===== config.mk =====
export PLATFORM = sky130hd
export DESIGN_NAME = pesec_top
export DESIGN_NICKNAME = d
export VERILOG_FILES = /design/src/hw/pesec_sat_counter.v /design/src/hw/pesec_top.v
export VERILOG_INCLUDE_DIRS = /design/src /design/src/hw
export SDC_FILE = /design/constraint.sdc
export NUM_CORES = 1
export LEC_CHECK = 0
export BUFFER_PORTS_ARGS = -buffer_cell sky130_fd_sc_hd__buf_2
export CAP_MARGIN = 20
export CORE_AREA = 10 10 96 98
export CTS_BUF_LIST = sky130_fd_sc_hd__clkbuf_8
export DETAILED_ROUTE_END_ITERATION = 8
export DIE_AREA = 0 0 106 108
export GPL_TIMING_DRIVEN = 0
export PLACE_DENSITY_LB_ADDON = 0.05
export SYNTH_ARGS = -nofsm -noshare
export SYNTH_HDL_FRONTEND = slang
export SYNTH_SLANG_ARGS = --single-unit

===== constraint.sdc =====
create_clock -name clk_sys_i -period 2.3 [get_ports clk_sys_i]
set_input_delay 0 -clock clk_sys_i [delete_from_list [all_inputs] [get_ports clk_sys_i]]
set_output_delay 0 -clock clk_sys_i [all_outputs]
set_load 0.02 [all_outputs]

===== src/hw/pesec_map.vh =====
`ifndef PESEC_MAP_VH
`define PESEC_MAP_VH

// Register bus geometry
`define PESEC_ADDR_W 8
`define PESEC_IDX_W 6
`define PESEC_IDX_LSB 2

// Register indexes; byte address is four times the index
`define PESEC_IDX_STAT1 6'h12
`define PESEC_IDX_STAT2 6'h13
`define PESEC_IDX_FCNT 6'h14
`define PESEC_IDX_RECNT 6'h15
`define PESEC_IDX_CTRL 6'h20

// Second status register: latched flags
`define PESEC_S2_UV 15
`define PESEC_S2_OV 14
`define PESEC_S2_OT 11
`define PESEC_S2_SLEEP 10
`define PESEC_S2_POL 9
`define PESEC_S2_JAB 8

// Second status register: enables
`define PESEC_S2_UV_EN 7
`define PESEC_S2_OV_EN 6
`define PESEC_S2_OT_EN 3
`define PESEC_S2_SLEEP_EN 2
`define PESEC_S2_POL_EN 1
`define PESEC_S2_JAB_EN 0

// First status register: counter half-full flags and enables
`define PESEC_S1_FC_HF 9
`define PESEC_S1_RE_HF 8
`define PESEC_S1_FC_HF_EN 1
`define PESEC_S1_RE_HF_EN 0

// Control register
`define PESEC_CTRL_LOOP 0

// Counters
`define PESEC_FC_W 8
`define PESEC_FC_HALF 8'h7f
`define PESEC_RE_W 16
`define PESEC_RE_HALF 16'h7fff

// Reset values
`define PESEC_RST_FLAGS2 6'h00
`define PESEC_RST_EN2 6'h00
`define PESEC_RST_FLAGS1 2'h0
`define PESEC_RST_EN1 2'h0
`define PESEC_RST_CTRL 1'b0

// Bus responses
`define PESEC_RESP_OKAY 2'b00
`define PESEC_RESP_SLVERR 2'b10

`endif


===== src/hw/pesec_sat_counter.v =====
`timescale 1ns/1ps
module pesec_sat_counter #(
    parameter WIDTH = 8,
    parameter [WIDTH-1:0] HALF = {1'b0, {(WIDTH-1){1'b1}}}
) (
    input wire clk_sys_i,
    input wire resetn_i,
    input wire inc_i,
    input wire clr_i,
    output reg [WIDTH-1:0] count_o,
    output wire half_full_o
);

    wire at_max;
    reg [WIDTH-1:0] next_count;

    assign at_max = (count_o == {WIDTH{1'b1}});

    // One pulse as the count steps past the half-full point
    assign half_full_o = inc_i & ~clr_i & (count_o == HALF);

    always @* begin
        if (clr_i) begin
            // A read that meets an event keeps that event
            next_count = inc_i ? {{(WIDTH-1){1'b0}}, 1'b1} : {WIDTH{1'b0}};
        end else if (inc_i && !at_max) begin
            next_count = count_o + {{(WIDTH-1){1'b0}}, 1'b1};
        end else begin
            next_count = count_o;
        end
    end

    always @(posedge clk_sys_i) begin
        if (!resetn_i) begin
            count_o <= {WIDTH{1'b0}};
        end else begin
            count_o <= next_count;
        end
    end

endmodule


===== src/hw/pesec_top.v =====
// Functional notes
// - Undervoltage flag latches high at bit 15
// - Overvoltage flag latches high at bit 14
// - Overtemperature flag latches high at bit 11
// - Sleep-mode event flag latches at bit 10
// - Polarity change flag latches at bit 9
// - Jabber flag latches high at bit 8
// - Enables at bits 7, 6, reset zero
// - Enables at bits 3..0, reset zero
// - Receive-error half-full enable, first register bit 0
// - 8-bit false-carrier counter, cleared on read
// - False-carrier counter saturates at all ones
// - False-carrier half-full event above 0x7f
// - Receive-error counter counts valid-carrier symbol errors
// - No receive-error counting during MAC-side loopback
// - Receive-error counter saturates, no wrap
// - Receive-error half-full event above 0x7fff
// - Receive-error half-full flag, first register bit 8
// - False-carrier half-full flag, first register bit 9
// - False-carrier half-full enable, first register bit 1
//
// Added by the designer: the AXI4-Lite register port.
`timescale 1ns/1ps
`include "pesec_map.vh"

module pesec_top (
    input wire clk_sys_i,
    input wire resetn_i,
    input wire [`PESEC_ADDR_W-1:0] s_axi_awaddr_i,
    input wire [2:0] s_axi_awprot_i,
    input wire s_axi_awvalid_i,
    output reg s_axi_awready_o,
    input wire [31:0] s_axi_wdata_i,
    input wire [3:0] s_axi_wstrb_i,
    input wire s_axi_wvalid_i,
    output reg s_axi_wready_o,
    output reg [1:0] s_axi_bresp_o,
    output reg s_axi_bvalid_o,
    input wire s_axi_bready_i,
    input wire [`PESEC_ADDR_W-1:0] s_axi_araddr_i,
    input wire [2:0] s_axi_arprot_i,
    input wire s_axi_arvalid_i,
    output reg s_axi_arready_o,
    output reg [31:0] s_axi_rdata_o,
    output reg [1:0] s_axi_rresp_o,
    output reg s_axi_rvalid_o,
    input wire s_axi_rready_i,
    input wire undervoltage_evt_i,
    input wire overvoltage_evt_i,
    input wire overtemp_evt_i,
    input wire sleep_evt_i,
    input wire polarity_evt_i,
    input wire jabber_evt_i,
    input wire false_carrier_evt_i,
    input wire rx_data_valid_i,
    input wire rx_symbol_error_i,
    output reg irq_o,
    output reg mac_loopback_o
);

    // Flag and enable vectors, msb first: uv, ov, ot, sleep, pol, jabber
    reg [5:0] flags_two;
    reg [5:0] enables_two;
    reg [5:0] next_flags_two;
    // Index 1 is false-carrier half-full, index 0 receive-error half-full
    reg [1:0] flags_one;
    reg [1:0] enables_one;
    reg [1:0] next_flags_one;
    wire [5:0] events_two;
    wire [1:0] events_one;

    // Write channel state
    reg aw_have;
    reg w_have;
    reg [`PESEC_IDX_W-1:0] aw_idx;
    reg [31:0] w_data;
    reg [3:0] w_strb;
    wire aw_take;
    wire w_take;
    wire wr_do;
    wire wr_lane0;
    wire wr_mapped;
    wire wr_stat1;
    wire wr_stat2;
    wire wr_ctrl;

    // Read channel
    wire ar_take;
    wire [`PESEC_IDX_W-1:0] rd_idx;
    reg [31:0] rd_word;
    reg rd_mapped;
    wire rd_clr_one;
    wire rd_clr_two;
    wire rd_clr_fc;
    wire rd_clr_re;

    // Counters
    wire [`PESEC_FC_W-1:0] fc_count;
    wire [`PESEC_RE_W-1:0] re_count;
    wire fc_half_full;
    wire re_half_full;
    wire re_inc;
    wire irq_pending;
    wire irq_pending_one;
    wire irq_pending_two;
    wire rx_error_seen;

    // AXI4-Lite write side
    assign aw_take = s_axi_awvalid_i & s_axi_awready_o;
    assign w_take = s_axi_wvalid_i & s_axi_wready_o;
    assign wr_do = aw_have & w_have & ~s_axi_bvalid_o;
    assign wr_lane0 = wr_do & w_strb[0];
    // Writable bits all sit in byte lane 0
    assign wr_stat1 = wr_lane0 && (aw_idx == `PESEC_IDX_STAT1);
    assign wr_stat2 = wr_lane0 && (aw_idx == `PESEC_IDX_STAT2);
    assign wr_ctrl = wr_lane0 && (aw_idx == `PESEC_IDX_CTRL);

    // Unmapped indexes answer with an error and change nothing
    assign wr_mapped = (aw_idx == `PESEC_IDX_STAT1) ||
                       (aw_idx == `PESEC_IDX_STAT2) ||
                       (aw_idx == `PESEC_IDX_FCNT) ||
                       (aw_idx == `PESEC_IDX_RECNT) ||
                       (aw_idx == `PESEC_IDX_CTRL);

    always @(posedge clk_sys_i) begin
        if (!resetn_i) begin
            s_axi_awready_o <= 1'b1;
            aw_have <= 1'b0;
            aw_idx <= {`PESEC_IDX_W{1'b0}};
        end else begin
            if (aw_take) begin
                s_axi_awready_o <= 1'b0;
                aw_have <= 1'b1;
                aw_idx <= s_axi_awaddr_i[`PESEC_ADDR_W-1:`PESEC_IDX_LSB];
            end else if (wr_do) begin
                aw_have <= 1'b0;
            end
            // Address is taken again only after the response is gone
            if (s_axi_bvalid_o && s_axi_bready_i) begin
                s_axi_awready_o <= 1'b1;
            end
        end
    end

    always @(posedge clk_sys_i) begin
        if (!resetn_i) begin
            s_axi_wready_o <= 1'b1;
            w_have <= 1'b0;
            w_data <= 32'h0000_0000;
            w_strb <= 4'h0;
        end else begin
            if (w_take) begin
                s_axi_wready_o <= 1'b0;
                w_have <= 1'b1;
                w_data <= s_axi_wdata_i;
                w_strb <= s_axi_wstrb_i;
            end else if (wr_do) begin
                w_have <= 1'b0;
            end
            if (s_axi_bvalid_o && s_axi_bready_i) begin
                s_axi_wready_o <= 1'b1;
            end
        end
    end

    always @(posedge clk_sys_i) begin
        if (!resetn_i) begin
            s_axi_bvalid_o <= 1'b0;
            s_axi_bresp_o <= `PESEC_RESP_OKAY;
        end else begin
            if (wr_do) begin
                s_axi_bvalid_o <= 1'b1;
                s_axi_bresp_o <= wr_mapped ? `PESEC_RESP_OKAY : `PESEC_RESP_SLVERR;
            end else if (s_axi_bready_i) begin
                s_axi_bvalid_o <= 1'b0;
            end
        end
    end

    // Enables live in the low byte; the upper byte holds read-only flags
    always @(posedge clk_sys_i) begin
        if (!resetn_i) begin
            enables_two <= `PESEC_RST_EN2;
        end else if (wr_stat2) begin
            enables_two[5] <= w_data[`PESEC_S2_UV_EN];
            enables_two[4] <= w_data[`PESEC_S2_OV_EN];
            enables_two[3] <= w_data[`PESEC_S2_OT_EN];
            enables_two[2] <= w_data[`PESEC_S2_SLEEP_EN];
            enables_two[1] <= w_data[`PESEC_S2_POL_EN];
            enables_two[0] <= w_data[`PESEC_S2_JAB_EN];
        end
    end

    always @(posedge clk_sys_i) begin
        if (!resetn_i) begin
            enables_one <= `PESEC_RST_EN1;
        end else if (wr_stat1) begin
            enables_one[1] <= w_data[`PESEC_S1_FC_HF_EN];
            enables_one[0] <= w_data[`PESEC_S1_RE_HF_EN];
        end
    end

    always @(posedge clk_sys_i) begin
        if (!resetn_i) begin
            mac_loopback_o <= `PESEC_RST_CTRL;
        end else if (wr_ctrl) begin
            mac_loopback_o <= w_data[`PESEC_CTRL_LOOP];
        end
    end

    // AXI4-Lite read side
    assign ar_take = s_axi_arvalid_i & s_axi_arready_o;
    assign rd_idx = s_axi_araddr_i[`PESEC_ADDR_W-1:`PESEC_IDX_LSB];

    // Clears act on the same edge that captures the read data
    assign rd_clr_one = ar_take && (rd_idx == `PESEC_IDX_STAT1);
    assign rd_clr_two = ar_take && (rd_idx == `PESEC_IDX_STAT2);
    assign rd_clr_fc = ar_take && (rd_idx == `PESEC_IDX_FCNT);
    assign rd_clr_re = ar_take && (rd_idx == `PESEC_IDX_RECNT);

    always @* begin
        rd_word = 32'h0000_0000;
        rd_mapped = 1'b1;
        case (rd_idx)
            `PESEC_IDX_STAT1: begin
                rd_word[`PESEC_S1_FC_HF] = flags_one[1];
                rd_word[`PESEC_S1_RE_HF] = flags_one[0];
                rd_word[`PESEC_S1_FC_HF_EN] = enables_one[1];
                rd_word[`PESEC_S1_RE_HF_EN] = enables_one[0];
            end
            `PESEC_IDX_STAT2: begin
                rd_word[`PESEC_S2_UV] = flags_two[5];
                rd_word[`PESEC_S2_OV] = flags_two[4];
                rd_word[`PESEC_S2_OT] = flags_two[3];
                rd_word[`PESEC_S2_SLEEP] = flags_two[2];
                rd_word[`PESEC_S2_POL] = flags_two[1];
                rd_word[`PESEC_S2_JAB] = flags_two[0];
                rd_word[`PESEC_S2_UV_EN] = enables_two[5];
                rd_word[`PESEC_S2_OV_EN] = enables_two[4];
                rd_word[`PESEC_S2_OT_EN] = enables_two[3];
                rd_word[`PESEC_S2_SLEEP_EN] = enables_two[2];
                rd_word[`PESEC_S2_POL_EN] = enables_two[1];
                rd_word[`PESEC_S2_JAB_EN] = enables_two[0];
            end
            `PESEC_IDX_FCNT: begin
                rd_word[`PESEC_FC_W-1:0] = fc_count;
            end
            `PESEC_IDX_RECNT: begin
                rd_word[`PESEC_RE_W-1:0] = re_count;
            end
            `PESEC_IDX_CTRL: begin
                rd_word[`PESEC_CTRL_LOOP] = mac_loopback_o;
            end
            default: begin
                rd_mapped = 1'b0;
            end
        endcase
    end

    // No new address while data stands, so the cleared word is never lost
    always @(posedge clk_sys_i) begin
        if (!resetn_i) begin
            s_axi_arready_o <= 1'b1;
            s_axi_rvalid_o <= 1'b0;
            s_axi_rdata_o <= 32'h0000_0000;
            s_axi_rresp_o <= `PESEC_RESP_OKAY;
        end else begin
            if (ar_take) begin
                s_axi_arready_o <= 1'b0;
                s_axi_rvalid_o <= 1'b1;
                s_axi_rdata_o <= rd_word;
                s_axi_rresp_o <= rd_mapped ? `PESEC_RESP_OKAY : `PESEC_RESP_SLVERR;
            end else if (s_axi_rvalid_o && s_axi_rready_i) begin
                s_axi_arready_o <= 1'b1;
                s_axi_rvalid_o <= 1'b0;
            end
        end
    end

    // Error counters
    // Symbol errors count only inside a valid frame and never in loopback
    assign rx_error_seen = rx_data_valid_i & rx_symbol_error_i;
    assign re_inc = rx_error_seen & ~mac_loopback_o;

    pesec_sat_counter #(
        .WIDTH(`PESEC_FC_W),
        .HALF(`PESEC_FC_HALF)
    ) u_false_carrier (
        .clk_sys_i(clk_sys_i),
        .resetn_i(resetn_i),
        .inc_i(false_carrier_evt_i),
        .clr_i(rd_clr_fc),
        .count_o(fc_count),
        .half_full_o(fc_half_full)
    );

    pesec_sat_counter #(
        .WIDTH(`PESEC_RE_W),
        .HALF(`PESEC_RE_HALF)
    ) u_receive_error (
        .clk_sys_i(clk_sys_i),
        .resetn_i(resetn_i),
        .inc_i(re_inc),
        .clr_i(rd_clr_re),
        .count_o(re_count),
        .half_full_o(re_half_full)
    );

    // Latched-high flags
    assign events_two = {undervoltage_evt_i, overvoltage_evt_i, overtemp_evt_i,
                         sleep_evt_i, polarity_evt_i, jabber_evt_i};
    // Counter half-full pulses feed the first register's flags
    assign events_one = {fc_half_full, re_half_full};

    // A new event in the read cycle survives the clear
    always @* begin
        next_flags_two = (flags_two & ~{6{rd_clr_two}}) | events_two;
        next_flags_one = (flags_one & ~{2{rd_clr_one}}) | events_one;
    end

    always @(posedge clk_sys_i) begin
        if (!resetn_i) begin
            flags_two <= `PESEC_RST_FLAGS2;
            flags_one <= `PESEC_RST_FLAGS1;
        end else begin
            flags_two <= next_flags_two;
            flags_one <= next_flags_one;
        end
    end

    // Interrupt request, one flop behind the flags so the pin never glitches
    assign irq_pending_two = |(flags_two & enables_two);
    assign irq_pending_one = |(flags_one & enables_one);
    assign irq_pending = irq_pending_two | irq_pending_one;

    always @(posedge clk_sys_i) begin
        if (!resetn_i) begin
            irq_o <= 1'b0;
        end else begin
            irq_o <= irq_pending;
        end
    end

endmodule


After elaboration in Yosys (flattened, before gate mapping). Index checks and enable logic that the tools add are counted.

Register bits: 84. Input bits: 74. Output and inout bits: 43.

Eq/ne operators: 14. Add/subtract/negate cells: 2. Muxes and demuxes: 27. Reduce and logical (&&, ||, !) cells: 27. Bitwise gates (word level): 26.

Operator list (number): $eq 6x5->1 const B (8); $mux 16 (2); $pmux 2 s3 (3); $add 16x1->16 const B (1); $eq 16x15->1 const B (1); $eq 16x16->1 const B (1); $mux 8 (2); $and 1x1->1 (12); $and 6x6->6 (2); $eq 6x6->1 const B (2); $mux 1 (12); $pmux 2 s2 (3); $reduce_bool 2->1 (6); $logic_and 1x1->1 (11); $add 8x1->8 const B (1); $eq 8x7->1 const B (1); $eq 8x8->1 const B (1); $mux 2 (3); $not 6->6 (1); $or 6x6->6 (1); $reduce_or 6->1 (1); $not 1->1 (5); $pmux 1 s5 (1); $reduce_or 5->1 (1); 8 further kinds (14).

Depth between registers and ports, before layout. Gate-level depths: netlist of the first run.

Word-level depth: 6. Mapped depth: 7.

Hierarchy. Synthesis of the first run repeated with hierarchy kept, for this count alone.

Cell total of the unflattened synthesis: 457. Area, all modules: 3841.2 um2.

Modules (own cells, without submodules): pesec_top (cells an instance 301, instances 1, area an instance 2529.9 um2); pesec_sat_counter (u_receive_error) (cells an instance 105, instances 1, area an instance 860.8 um2); pesec_sat_counter (u_false_carrier) (cells an instance 51, instances 1, area an instance 450.4 um2).

Worst setup path after synthesis of the first run. Ideal clock, no wire load.

Kind: reg2reg. Start point: register u_receive_error.count_o[0]. End point: register u_receive_error.count_o[8]. Required time: 2.234 ns. Setup slack: 0.514 ns. Stages on the path, launching flop included: 7. Period minus slack after synthesis: 1.786 ns. Arrival: 1.720 ns. Cells stage by stage: dfxtp_1 -> ha_1 -> nand2_1 -> or3_1 -> buf_2 -> or4_4 -> a21oi_2.

Longest elaborated chain between the ends: 4. Elaborated cells on any way between the ends: 7.

RTL lines: start: declaration (line pesec_sat_counter.v:10) `output reg [WIDTH-1:0] count_o,`; start signal: assignment (line pesec_sat_counter.v:35) `count_o <= {WIDTH{1'b0}};`; start signal: assignment (line pesec_sat_counter.v:37) `count_o <= next_count;`; branches (longest 4 deep; another with $add 16x1->16).

Several ways; the timed one is not identified. The select of a mux whose other input is x is not followed. A chain may end at the register's enable or synchronous reset.

Worst setup path in the final report of the first run.
Start point: register s_axi_arready_o. End point: register u_receive_error.count_o[6].

Longest elaborated chain between the ends: 3. Elaborated cells on any way between the ends: 4.

RTL lines: start: declaration (line pesec_top.v:43) `output reg s_axi_arready_o,`; start signal: assignment (line pesec_top.v:263) `s_axi_arready_o <= 1'b1;`; start signal: assignment (line pesec_top.v:269) `s_axi_arready_o <= 1'b0;`; start signal: assignment (line pesec_top.v:274) `s_axi_arready_o <= 1'b1;`; $and 1x1->1 * (line pesec_top.v:212) `assign ar_take = s_axi_arvalid_i & s_axi_arready_o;`; $logic_and 1x1->1 * (line pesec_top.v:219) `` assign rd_clr_re = ar_take && (rd_idx == `PESEC_IDX_RECNT); ``; $mux 16 / $reduce_bool 2->1 (equally long branches).

Every way passes the cells marked *; elsewhere a longest branch is shown, timed or not.

==> qor.csv, run 1 <==
stage,metric,value,unit
power_and_ir_drop,maximum VDD drop,0.000424,V
synth,Netlist Area Pre-Place,3770,sq um
clock_tree,Worst-path clk slew,0.09,ns
drt,wire length per cell,16.0,um
setup_path,CP required,2.55,ns
drt,ANT nets after route,0,
synth,top-area cell type share of the netlist area,42.4,%
timing,fmax,0.487,GHz
synth,Commonest cells post-synth,"dfxtp_1, a21oi_1, nand2_1",
synth,dominant cells by area after synthesis,"dfxtp_1, a21oi_1, mux2i_1",
synth,adder-cell share of the synthesized area,0.663,%
setup_path,CP Launch Point,s_axi_arready_o$_SDFFE_PN1P_,
floorplan,Boundary Pins,117,
grt,largest net degree at the start of global routing,16,
floorplan,Row Count,32,
drt,vias per cell,5.52,
synth,largest family of logic cells by synthesized area,simple AND/OR/NAND/NOR gates,
final_layout,Diodes inserted,0,
final_layout,# nets final,626,
hold_path,Tightest Hold Check Type,in -> reg,
power_and_ir_drop,PD cells,630,nW/um^2
timing,Final setup viols,0,
outcome,outcome,completed,
synth,Synth Area per Inst,8.56,sq um
synth,Main synth FF type,dfxtp_1,
floorplan,Initial Utilization,50.7,%
clock_tree,Post-CTS Setup Bufs,0,
timing,Worst slew margin,35.3,%
drt,DR pass1 iterations,5,
power_and_ir_drop,"Power, Total",0.00298,W
drt,final wirelength,10500,um
grt,first-pass GRT wire length,17000,um
synth,dominant cell by count in the synthesized netlist,dfxtp_1,
setup_path,Worst R2R Setup Slack,0.25,ns
timing,RSZ-0062 raised after global routing,no,
synth,area share of xor/xnor cells in the synthesized design,0.464,%
timing,final hold vios,0,
placed_design,Setup WS pre-CTS,0.228,ns
clock_tree,worst skew pair latency,0.37,ns
synth,Synth Area in Simple Gates,24.4,%
grt,number of global-route vias before repair,3467,
synth,Synth Area in Compound Gates,20.0,%
clock_tree,deepest clock path buffer count,2,
clock_tree,CTS Sinks,80,
timing,Clock Skew,0.0106,ns
synth,mux contribution to synthesized area,5.04,%
synth,yosys warns,0,
synth,Cell variety after synth,55,
final_layout,share of layout cells above drive strength 1,18.2,%
clock_tree,CTS Buf Count,9,
synth,"EDFF count, synth",0,
timing,Slew @ Worst Pin,0.962,ns
drt,Vias,3628,
clock_tree,clock root buffer,clkbuf_8,
synth,Synth Instances,441,
setup_path,Worst R2R Start,s_axi_arready_o$_SDFFE_PN1P_,
drt,DRC viols,0,
final_layout,# fillers,737,
timing,hold_ws,0.00811,ns
synth,register bit total from synthesis,80,
drt,initial drt markers,148,
clock_tree,H-tree lvl count,3,
timing,PnR worst setup slack,0.245,ns
placed_design,RD Place Congestion,0.905,
setup_path,kind of critical path,reg -> reg,
setup_path,"critical path fanouts, max",10,
placed_design,Final HPWL DP,7690,um
synth,sequential element share of the synthesized area,42.4,%
power_and_ir_drop,Leak,1.78,nW
hold_path,Hold Startpoint,s_axi_awvalid_i,
floorplan,Die Wd,106,um
synth,ys async rst share,0,%
grt,initial antenna violation count,0,
flow_run,Max Cap Viol,0,
floorplan,Die ar.,11400,sq um
timing,fin crit share,89.3,%
timing,TNS Setup,0,ns
setup_path,CP startpoint kind,register,
placed_design,buffers added on ports,56,
synth,Synth area leader,dfxtp_1,
floorplan,Die Span Y,108,um
grt,GRT Total Usage,18.1,%
setup_path,crit end category,register,
timing,fin crit period,2.05,ns
grt,total gr overflow,0,
setup_path,CP arrival,2.31,ns
clock_tree,CTS tree,yes,
final_layout,synthesis-to-layout area growth,25.3,%
timing,"Slew Viols, Final",0,
floorplan,Core ar.,7450,sq um
-- critical path, stage by stage (launching register included) --
cell	delay [ns]
dfxtp_1	0.37
and2_1	0.13
clkbuf_1	0.29
and4_1	0.23
clkbuf_1	0.28
nand2b_1	0.28
buf_2	0.29
a21oi_1	0.06
-- metrics by stage --
step | instances | area, sq um | util, %
floorplan | 458 | 3840 | -
finish | 657 | 4730 | 63.5
CTS | 657 | 4720 | 63.4
global placement | 616 | 4250 | 57.0
detailed placement | 616 | 4250 | 57.0
global route | 657 | 4730 | 63.5
-- sequential cells by signal, summed over array words and instances (netlist names), 2 cells and up --
name and count:
u_receive_error.count_o 16, flags_two 6, enables_one 2, w_data 6, u_false_carrier.count_o 8, enables_two 6, s_axi_rdata_o 16, aw_idx 6
flags_one 2
-- layer usage --
metal  vias to the layer above  part of all wire [%]  GRT usage, %
met3                        17                   4.4          3.87
li1                       1830                     -             -
met5                         -                     0             0
met2                        89                    50          31.9
met1                      1692                    43          21.2
met4                         0                   1.7          6.77
-- layout by cell type (no fill, tap or decap), types with 3 or more instances in the layout --
master	n
a21oi_1	51
a22oi_1	15
a31oi_1	4
a32o_1	4
a41oi_1	3
and2_1	4
and4_1	3
buf_1	3
buf_2	58
buf_4	18
clkbuf_1	17
clkbuf_8	9
conb_1	18
dfxtp_1	80
dlygate4sd3_1	25
inv_1	9
mux2i_1	19
nand2_1	43
nand2b_1	5
nand3_1	23
nand3b_1	5
nand4_1	5
nor2_1	25
nor2b_1	4
nor3_1	7
nor4_1	8
o21ai_0	14
o2bb2ai_1	4
o31ai_1	8
or3_1	16
or4_1	8
-- power by group --
group          internal (W)  leakage (nW)  switching [W]
combinational      0.000133          1.01       0.000189
sequential          0.00142         0.651      0.0000331
clock              0.000627         0.116       0.000575
-- timing repair --
item,CTS,global route
hold endpoints to repair,25,0
endpoints found under the setup margin,0,5
hold buffers,25,0
resized for setup,0,1
-- area by class of cell --
type / count / area (sq um) / area share (%)
clock inverter: 7 / 103 / 2.17
sequential: 80 / 1600 / 33.9
timing repair buffer: 81 / 531 / 11.2
buffer: 40 / 220 / 4.66
inverter: 10 / 37.5 / 0.794
multi-input combinational: 328 / 1980 / 42.0
clock buffer: 9 / 124 / 2.62
tap: 102 / 128 / 2.70
-- kinds of logic (layout without fill, tap and decap cells) --
kind of cell    after synthesis  in the layout
compound gates              118            118
xor+xnor                      2              2
fa+ha+maj                     2              2
buf+inv                      50            147
flops                        80             80
mux                          19             19
other cells                   1             18
simple gates                169            169
-- final timing paths --
check	end	cells past startpoint
setup / recovery	u_receive_error.count_o[6]$_SDFFE_PN0P_	7
hold / removal	aw_idx[4]$_SDFFE_PN0P_	3
setup reg to reg	u_receive_error.count_o[6]$_SDFFE_PN0P_	7
hold reg to reg	s_axi_rdata_o[5]$_SDFFE_PN0N_	2
Note: power is estimated with default switching activity, not from simulation.
==> inputs of run 2 (changes only) <==
--- a/config.mk
+++ b/config.mk
@@ -14,6 +14,7 @@
 export DIE_AREA = 0 0 106 108
 export GPL_TIMING_DRIVEN = 0
 export PLACE_DENSITY_LB_ADDON = 0.05
+export RECOVER_POWER = 25
 export SYNTH_ARGS = -nofsm -noshare
 export SYNTH_HDL_FRONTEND = slang
 export SYNTH_SLANG_ARGS = --single-unit
==> run 2 against run 1 <==
Die area unchanged. Via count hardly changed. First-iteration DRC count grew 4.7%. Sequential share of layout area is 0.22 points higher. Non-clock buffer count stayed put. Combinational power is 1% lower. Critical path type unchanged. Largest cell class unchanged. Largest power group unchanged.
==> qor.csv, run 2 (synthesis results as in run 1) <==
stage,metric,value,unit,change
final_layout,synthesis-to-layout area growth,24.5,%,
timing,RSZ-0062 raised after global routing,no,,
power_and_ir_drop,PD cells,634,nW/um^2,+0.60%
timing,Slew @ Worst Pin,0.947,ns,-0.0152 ns
drt,initial drt markers,155,,+4.7%
grt,largest net degree at the start of global routing,16,,unchanged
drt,DRC viols,0,,unchanged
timing,Clock Skew,0.00819,ns,-0.00241 ns
clock_tree,worst skew pair latency,0.37,ns,about the same
timing,TNS Setup,0,ns,unchanged
setup_path,FF-to-FF path depth,7,,unchanged
flow_run,Max Cap Viol,0,,unchanged
floorplan,Core ar.,7450,sq um,unchanged
timing,Final setup viols,0,,unchanged
final_layout,"most common cell after layout, fill and taps aside",dfxtp_1,,
clock_tree,deepest clock path buffer count,2,,unchanged
final_layout,largest registers,"s_axi_rdata_o x16, u_receive_error.count_o x16, u_false_carrier.count_o x8",,
power_and_ir_drop,Net Sw Power,0.000799,W,+0.24%
floorplan,Die ar.,11400,sq um,unchanged
drt,DR pass1 iterations,5,,unchanged
drt,metal3 WL,448,um,-4.5%
drt,top sig layer,met4,,
floorplan,Row Count,32,,unchanged
power_and_ir_drop,Gate power share,10.7,%,about the same
drt,final wirelength,10600,um,+0.18%
drt,wire length per cell,16.1,um,+0.18%
clock_tree,CTS Buf Count,9,,unchanged
final_layout,# nets final,626,,unchanged
power_and_ir_drop,register share of total power,48.9,%,about the same
drt,vias per cell,5.52,,about the same
drt,M1 wire length,4580,um,+0.22%
timing,"Slew Viols, Final",0,,unchanged
setup_path,CP Launch Point,s_axi_arready_o$_SDFFE_PN1P_,,
clock_tree,Post-CTS Setup Bufs,0,,unchanged
setup_path,kind of critical path,reg -> reg,,
final_layout,cell area after layout,4700,sq um,-0.63%
floorplan,Initial Utilization,50.7,%,unchanged
timing,Worst slew margin,36.3,%,+1.0 points
floorplan,Die Wd,106,um,unchanged
timing,fin crit share,88.9,%,-0.48 points
power_and_ir_drop,Sw Ratio,26.8,%,+0.073 points
timing,final hold vios,0,,unchanged
setup_path,Worst R2R Start,s_axi_arready_o$_SDFFE_PN1P_,,
timing,fmax,0.489,GHz,+0.53%
outcome,outcome,completed,,
power_and_ir_drop,P_int,0.00218,W,-0.13%
setup_path,reg2reg end,u_receive_error.count_o[6]$_SDFFE_PN0P_,,
hold_path,hold depth,3,,unchanged
setup_path,Worst R2R Setup Slack,0.26,ns,about the same
setup_path,CP required,2.55,ns,about the same
power_and_ir_drop,Leak,1.68,nW,-5.4%
clock_tree,CTS tree,yes,,
hold_path,Tightest Hold Check Type,in -> reg,,
drt,met2 WL,5360,um,+0.62%
setup_path,crit end category,register,,
drt,ANT nets after route,0,,unchanged
power_and_ir_drop,clock share of power,40.4,%,about the same
grt,first-pass GRT wire length,17000,um,unchanged
clock_tree,H-tree lvl count,3,,unchanged
clock_tree,Worst-path clk slew,0.09,ns,about the same
timing,fin crit period,2.04,ns,-0.0109 ns
clock_tree,clock root buffer,clkbuf_8,,
final_layout,Diodes inserted,0,,unchanged
placed_design,Final HPWL DP,7690,um,unchanged
hold_path,Worst Hold Path EP,aw_idx[4]$_SDFFE_PN0P_,,
grt,number of global-route vias before repair,3467,,unchanged
clock_tree,CTS Sinks,80,,unchanged
grt,initial antenna violation count,0,,unchanged
grt,total gr overflow,0,,unchanged
power_and_ir_drop,maximum VDD drop,0.000423,V,about the same
hold_path,Hold Startpoint,s_axi_awvalid_i,,
floorplan,Die Span Y,108,um,unchanged
setup_path,"critical path fanouts, max",10,,unchanged
placed_design,placed cell area,4250,sq um,unchanged
placed_design,RD Place Congestion,0.905,,unchanged
setup_path,CP startpoint kind,register,,
final_layout,share of layout cells above drive strength 1,13.9,%,-4.3 points
final_layout,"commonest non-fill, non-tap cells in the layout","dfxtp_1, a21oi_1, nand2_1, clkbuf_1, buf_2",,
drt,Vias,3626,,-0.055%
grt,GRT Total Usage,18.1,%,unchanged
floorplan,Boundary Pins,117,,unchanged
placed_design,buffers added on ports,56,,unchanged
setup_path,CP arrival,2.30,ns,about the same
run 2: cell count changes in the layout (fill, tap and decap cells not counted):
| cell | before | now |
|---|---|---|
| buf_2 | 58 | 34 |
| clkbuf_1 | 17 | 41 |
run 2: area by class of cell:
| type | instances | area (sq um) |
|---|---|---|
| clock inverters | 7 | 103 |
| fillers | 743 | 2750 |
| flip-flops and latches | 80 | 1600 |
| clock buffers | 9 | 124 |
| inverters | 10 | 37.5 |
| repair buffers | 81 | 500 |
| multi-input cells | 328 | 1980 |
| well taps | 102 | 128 |
| plain buffers | 40 | 220 |
run 2: worst max-delay path, stage by stage (launching register included):
cell and delay (ns):
dfxtp_1 0.37, and2_1 0.13, clkbuf_1 0.29, and4_1 0.23
clkbuf_1 0.28, nand2b_1 0.28, buf_2 0.29, a21oi_1 0.06
run 2: metrics by stage:
step / worst slack, ns / power, W / hold WS [ns] / std cells / util (%)
after floorplan: 0.514 / 0.00168 / 0.117 / 458 / -
after global placement: 0.242 / 0.00177 / 0.212 / 616 / 57.0
after detailed placement: 0.228 / 0.00177 / 0.220 / 616 / 57.0
after CTS: 0.194 / 0.00298 / 0.000779 / 657 / 63.4
after global routing: 0.0219 / 0.00309 / 0.0402 / 657 / 63.1
final: 0.256 / 0.00298 / 0.00988 / 657 / 63.1
run 2: timing repair:
item,CTS,global route
endpoints found under the hold margin,25,0
hold buffers,25,0
resized for setup,0,1
setup endpoints to repair,0,5
run 2: power groups by stage:
| stage | Clock, W | Combinational (W) | Sequential (W) |
|---|---|---|---|
| after detailed placement | 0 | 0.000282 | 0.00149 |
| after CTS | 0.00121 | 0.000317 | 0.00146 |
| final | 0.00120 | 0.000318 | 0.00146 |
| after global placement | 0 | 0.000278 | 0.00149 |
| after global routing | 0.00128 | 0.000350 | 0.00146 |
| after floorplan | 0 | 0.000185 | 0.00149 |
run 2: how the worst max path moves through the flow:
stage,endpoint,slack (ns),cells after the start
after floorplan,u_receive_error.count_o[8]$_SDFFE_PN0P_,0.51,6
after global placement,u_receive_error.count_o[5]$_SDFFE_PN0P_,0.24,4
after detailed placement,u_receive_error.count_o[3]$_SDFFE_PN0P_,0.23,4
after CTS,u_receive_error.count_o[1]$_SDFFE_PN0P_,0.19,4
after global routing,u_receive_error.count_o[9]$_SDFFE_PN0P_,0.02,5
final,u_receive_error.count_o[6]$_SDFFE_PN0P_,0.26,7
run 2: layer usage:
| metal | track usage (%) | up-vias |
|---|---|---|
| met5 | 0 | - |
| met1 | 21.2 | 1699 |
| li1 | - | 1823 |
| met3 | 3.87 | 17 |
| met2 | 31.9 | 87 |
| met4 | 6.77 | 0 |
==> inputs of run 3 (changes only) <==
--- a/config.mk
+++ b/config.mk
@@ -8,11 +8,12 @@
 export LEC_CHECK = 0
 export BUFFER_PORTS_ARGS = -buffer_cell sky130_fd_sc_hd__buf_2
 export CAP_MARGIN = 20
-export CORE_AREA = 10 10 96 98
+export CORE_AREA = 10 10 92 102
 export CTS_BUF_LIST = sky130_fd_sc_hd__clkbuf_8
 export DETAILED_ROUTE_END_ITERATION = 8
-export DIE_AREA = 0 0 106 108
+export DIE_AREA = 0 0 102 112
 export GPL_TIMING_DRIVEN = 0
+export HOLD_SLACK_MARGIN = 0.1
 export PLACE_DENSITY_LB_ADDON = 0.05
 export RECOVER_POWER = 25
 export SYNTH_ARGS = -nofsm -noshare
==> run 3 against run 2 <==
Clock power about the same. Largest cell class unchanged. Sequential power hardly changed. Critical path type is now in -> reg. Clock skew up 0.0024 ns. Non-clock buffer count rose by 18.
==> qor.csv, run 3 (synthesis results as in run 1) <==
stage,metric,value,unit,change
floorplan,Die ar.,11400,sq um,-0.21%
floorplan,Die Wd,102,um,-3.8%
clock_tree,deepest clock path buffer count,2,,unchanged
floorplan,Initial Utilization,51.3,%,+0.67 points
setup_path,CP Launch Point,s_axi_araddr_i[6],,
placed_design,placed cell area,4230,sq um,-0.44%
outcome,outcome,completed,,
hold_path,Hold Startpoint,s_axi_araddr_i[5],,
clock_tree,H-tree lvl count,3,,unchanged
clock_tree,worst skew pair latency,0.37,ns,about the same
power_and_ir_drop,P_int,0.00221,W,+1.2%
power_and_ir_drop,Gate power share,11.4,%,+0.7 points
timing,Slew @ Worst Pin,0.859,ns,-0.0884 ns
setup_path,FF-to-FF path depth,7,,unchanged
setup_path,CP startpoint kind,input pin,,
drt,vias per cell,5.62,,+1.7%
power_and_ir_drop,register share of total power,48.4,%,-0.5 points
timing,Worst slew margin,42.2,%,+5.9 points
floorplan,Die Span Y,112,um,+3.7%
floorplan,Boundary Pins,117,,unchanged
final_layout,synthesis-to-layout area growth,28.6,%,
clock_tree,Worst-path clk slew,0.08,ns,about the same
drt,wire length per cell,16.4,um,+2.2%
hold_path,Tightest Hold Check Type,in -> reg,,
placed_design,buffers added on ports,56,,unchanged
final_layout,Diodes inserted,0,,unchanged
power_and_ir_drop,Sw Ratio,26.7,%,-0.097 points
final_layout,cell area after layout,4850,sq um,+3.3%
power_and_ir_drop,"Power, Total",0.00301,W,+1.0%
power_and_ir_drop,Leak,1.73,nW,+2.9%
setup_path,CP dominant cell by count,buf_2,,
timing,fin crit share,90.1,%,+1.3 points
final_layout,"commonest non-fill, non-tap cells in the layout","dfxtp_1, a21oi_1, nand2_1, dlygate4sd3_1, clkbuf_1",,
flow_run,Max Cap Viol,0,,unchanged
setup_path,CP required,2.55,ns,about the same
final_layout,largest registers,"s_axi_rdata_o x16, u_receive_error.count_o x16, u_false_carrier.count_o x8",,
clock_tree,CTS Buf Count,9,,unchanged
final_layout,share of layout cells above drive strength 1,13.4,%,-0.44 points
final_layout,"most common cell after layout, fill and taps aside",dfxtp_1,,
setup_path,slowest stage cell on the critical path,dlygate4sd3_1,,
clock_tree,CTS Sinks,80,,unchanged
timing,final hold vios,0,,unchanged
timing,fmax,0.482,GHz,-1.4%
setup_path,"critical path fanouts, max",10,,unchanged
clock_tree,clock root buffer,clkbuf_8,,
grt,largest net degree at the start of global routing,17,,+1
placed_design,RD Place Congestion,0.926,,+2.3%
clock_tree,Post-CTS Setup Bufs,0,,unchanged
hold_path,hold depth,4,,+1
placed_design,Final HPWL DP,7640,um,-0.65%
drt,Vias,3706,,+2.2%
clock_tree,CTS tree,yes,,
drt,DR pass1 iterations,4,,-1
drt,initial drt markers,206,,+33%
final_layout,FF/Latch Area,1600,sq um,unchanged
final_layout,# fillers,653,,-12%
timing,Clock Skew,0.0105,ns,+0.00235 ns
grt,number of global-route vias before repair,3639,,+5.0%
timing,PnR worst setup slack,0.227,ns,-0.0288 ns
timing,Final setup viols,0,,unchanged
grt,initial antenna violation count,0,,unchanged
floorplan,Row Count,33,,+3.1%
grt,first-pass GRT wire length,17900,um,+5.0%
timing,RSZ-0062 raised after global routing,no,,
final_layout,# nets final,644,,+2.9%
setup_path,Worst R2R Start,s_axi_arready_o$_SDFFE_PN1P_,,
setup_path,worst-path cell chain,"dlygate4sd3_1, buf_2, nor3b_1, and4_1, clkbuf_1, nand2b_1, buf_2, a21oi_1",,
floorplan,Core ar.,7350,sq um,-1.3%
grt,GRT Total Usage,19.4,%,+1.2 points
drt,ANT nets after route,0,,unchanged
power_and_ir_drop,PD cells,620,nW/um^2,-2.2%
timing,"Slew Viols, Final",0,,unchanged
drt,DRC viols,0,,unchanged
power_and_ir_drop,clock share of power,40.2,%,-0.2 points
power_and_ir_drop,Net Sw Power,0.000804,W,+0.65%
drt,final wirelength,10800,um,+2.6%
timing,fin crit period,2.07,ns,+0.0288 ns
power_and_ir_drop,maximum VDD drop,0.000629,V,+49%
final_layout,multi-input logic area,1980,sq um,-0.31%
final_layout,Util after Layout,66.0,%,+2.9 points
setup_path,crit end category,register,,
setup_path,CP max stage delay,0.53,ns,+0.16 ns
timing,TNS Setup,0,ns,unchanged
setup_path,CP arrival,2.32,ns,+0.02 ns
placed_design,Setup WS pre-CTS,0.240,ns,+0.0126 ns
grt,total gr overflow,0,,unchanged
setup_path,kind of critical path,in -> reg,,
## run 3: cell types whose count changed in the layout (fill, tap and decap cells not counted)
cell and delta:
inv_8 +1, clkinvlp_4 +1, clkinv_2 -1, nor4_1 +1
dlygate4sd3_1 +17, clkinv_4 -1, nor4_2 -1, clkbuf_2 +1
## run 3: power by group through the flow
stage	clock network, W	registers [W]	logic (W)
after global routing	0.00129	0.00146	0.000376
final	0.00121	0.00146	0.000342
after CTS	0.00122	0.00146	0.000336
after detailed placement	0	0.00149	0.000281
after global placement	0	0.00149	0.000277
after floorplan	0	0.00149	0.000185
## run 3: final cells by class
cell class	count	share of cell area [%]
clock buffer	9	2.55
clock inverter	7	2.22
tap	87	2.24
timing repair buffer	99	13.9
multi-input combinational	328	40.8
inverter	10	0.773
sequential	80	33.0
buffer	40	4.54
## run 3: timing repair
| item | CTS | global route |
|---|---|---|
| endpoints found under the setup margin | 0 | 0 |
| resized for setup | 0 | 0 |
| hold endpoints to repair | 31 | 0 |
| hold buffers | 42 | 0 |
## run 3: per-layer routing
metal / share of wire [%] / wire length [um] / GRT usage [%] / vias to the layer above
met5: 0 / 0 / 0 / -
met4: 2.0 / 216 / 7.34 / 0
met3: 5.1 / 555 / 4.82 / 21
met2: 51 / 5580 / 33.5 / 92
met1: 41 / 4490 / 22.2 / 1732
li1: - / - / - / 1861
## run 3: path summary, 6_finish.rpt
kind	end	slack, ns
worst max-delay path	u_receive_error.count_o[6]$_SDFFE_PN0P_	0.23
worst min-delay path	s_axi_rdata_o[0]$_SDFFE_PN0N_	0.11
worst max register to register	u_receive_error.count_o[6]$_SDFFE_PN0P_	0.25
worst min register to register	s_axi_rdata_o[11]$_SDFFE_PN0N_	0.46
## run 3: stage by stage
stage	std cells	hold slack [ns]
6_report	660	0.111
3_5_place_dp	601	0.225
4_1_cts	659	0.100
2_1_floorplan	458	0.117
3_3_place_gp	601	0.213
5_1_grt	660	0.147
## run 3: worst max-delay path, delay by kind of cell
kind | cells | cell delay (ns)
compound gates | 1 | 0.07
simple gates | 3 | 1.04
buf+inv | 4 | 1.20
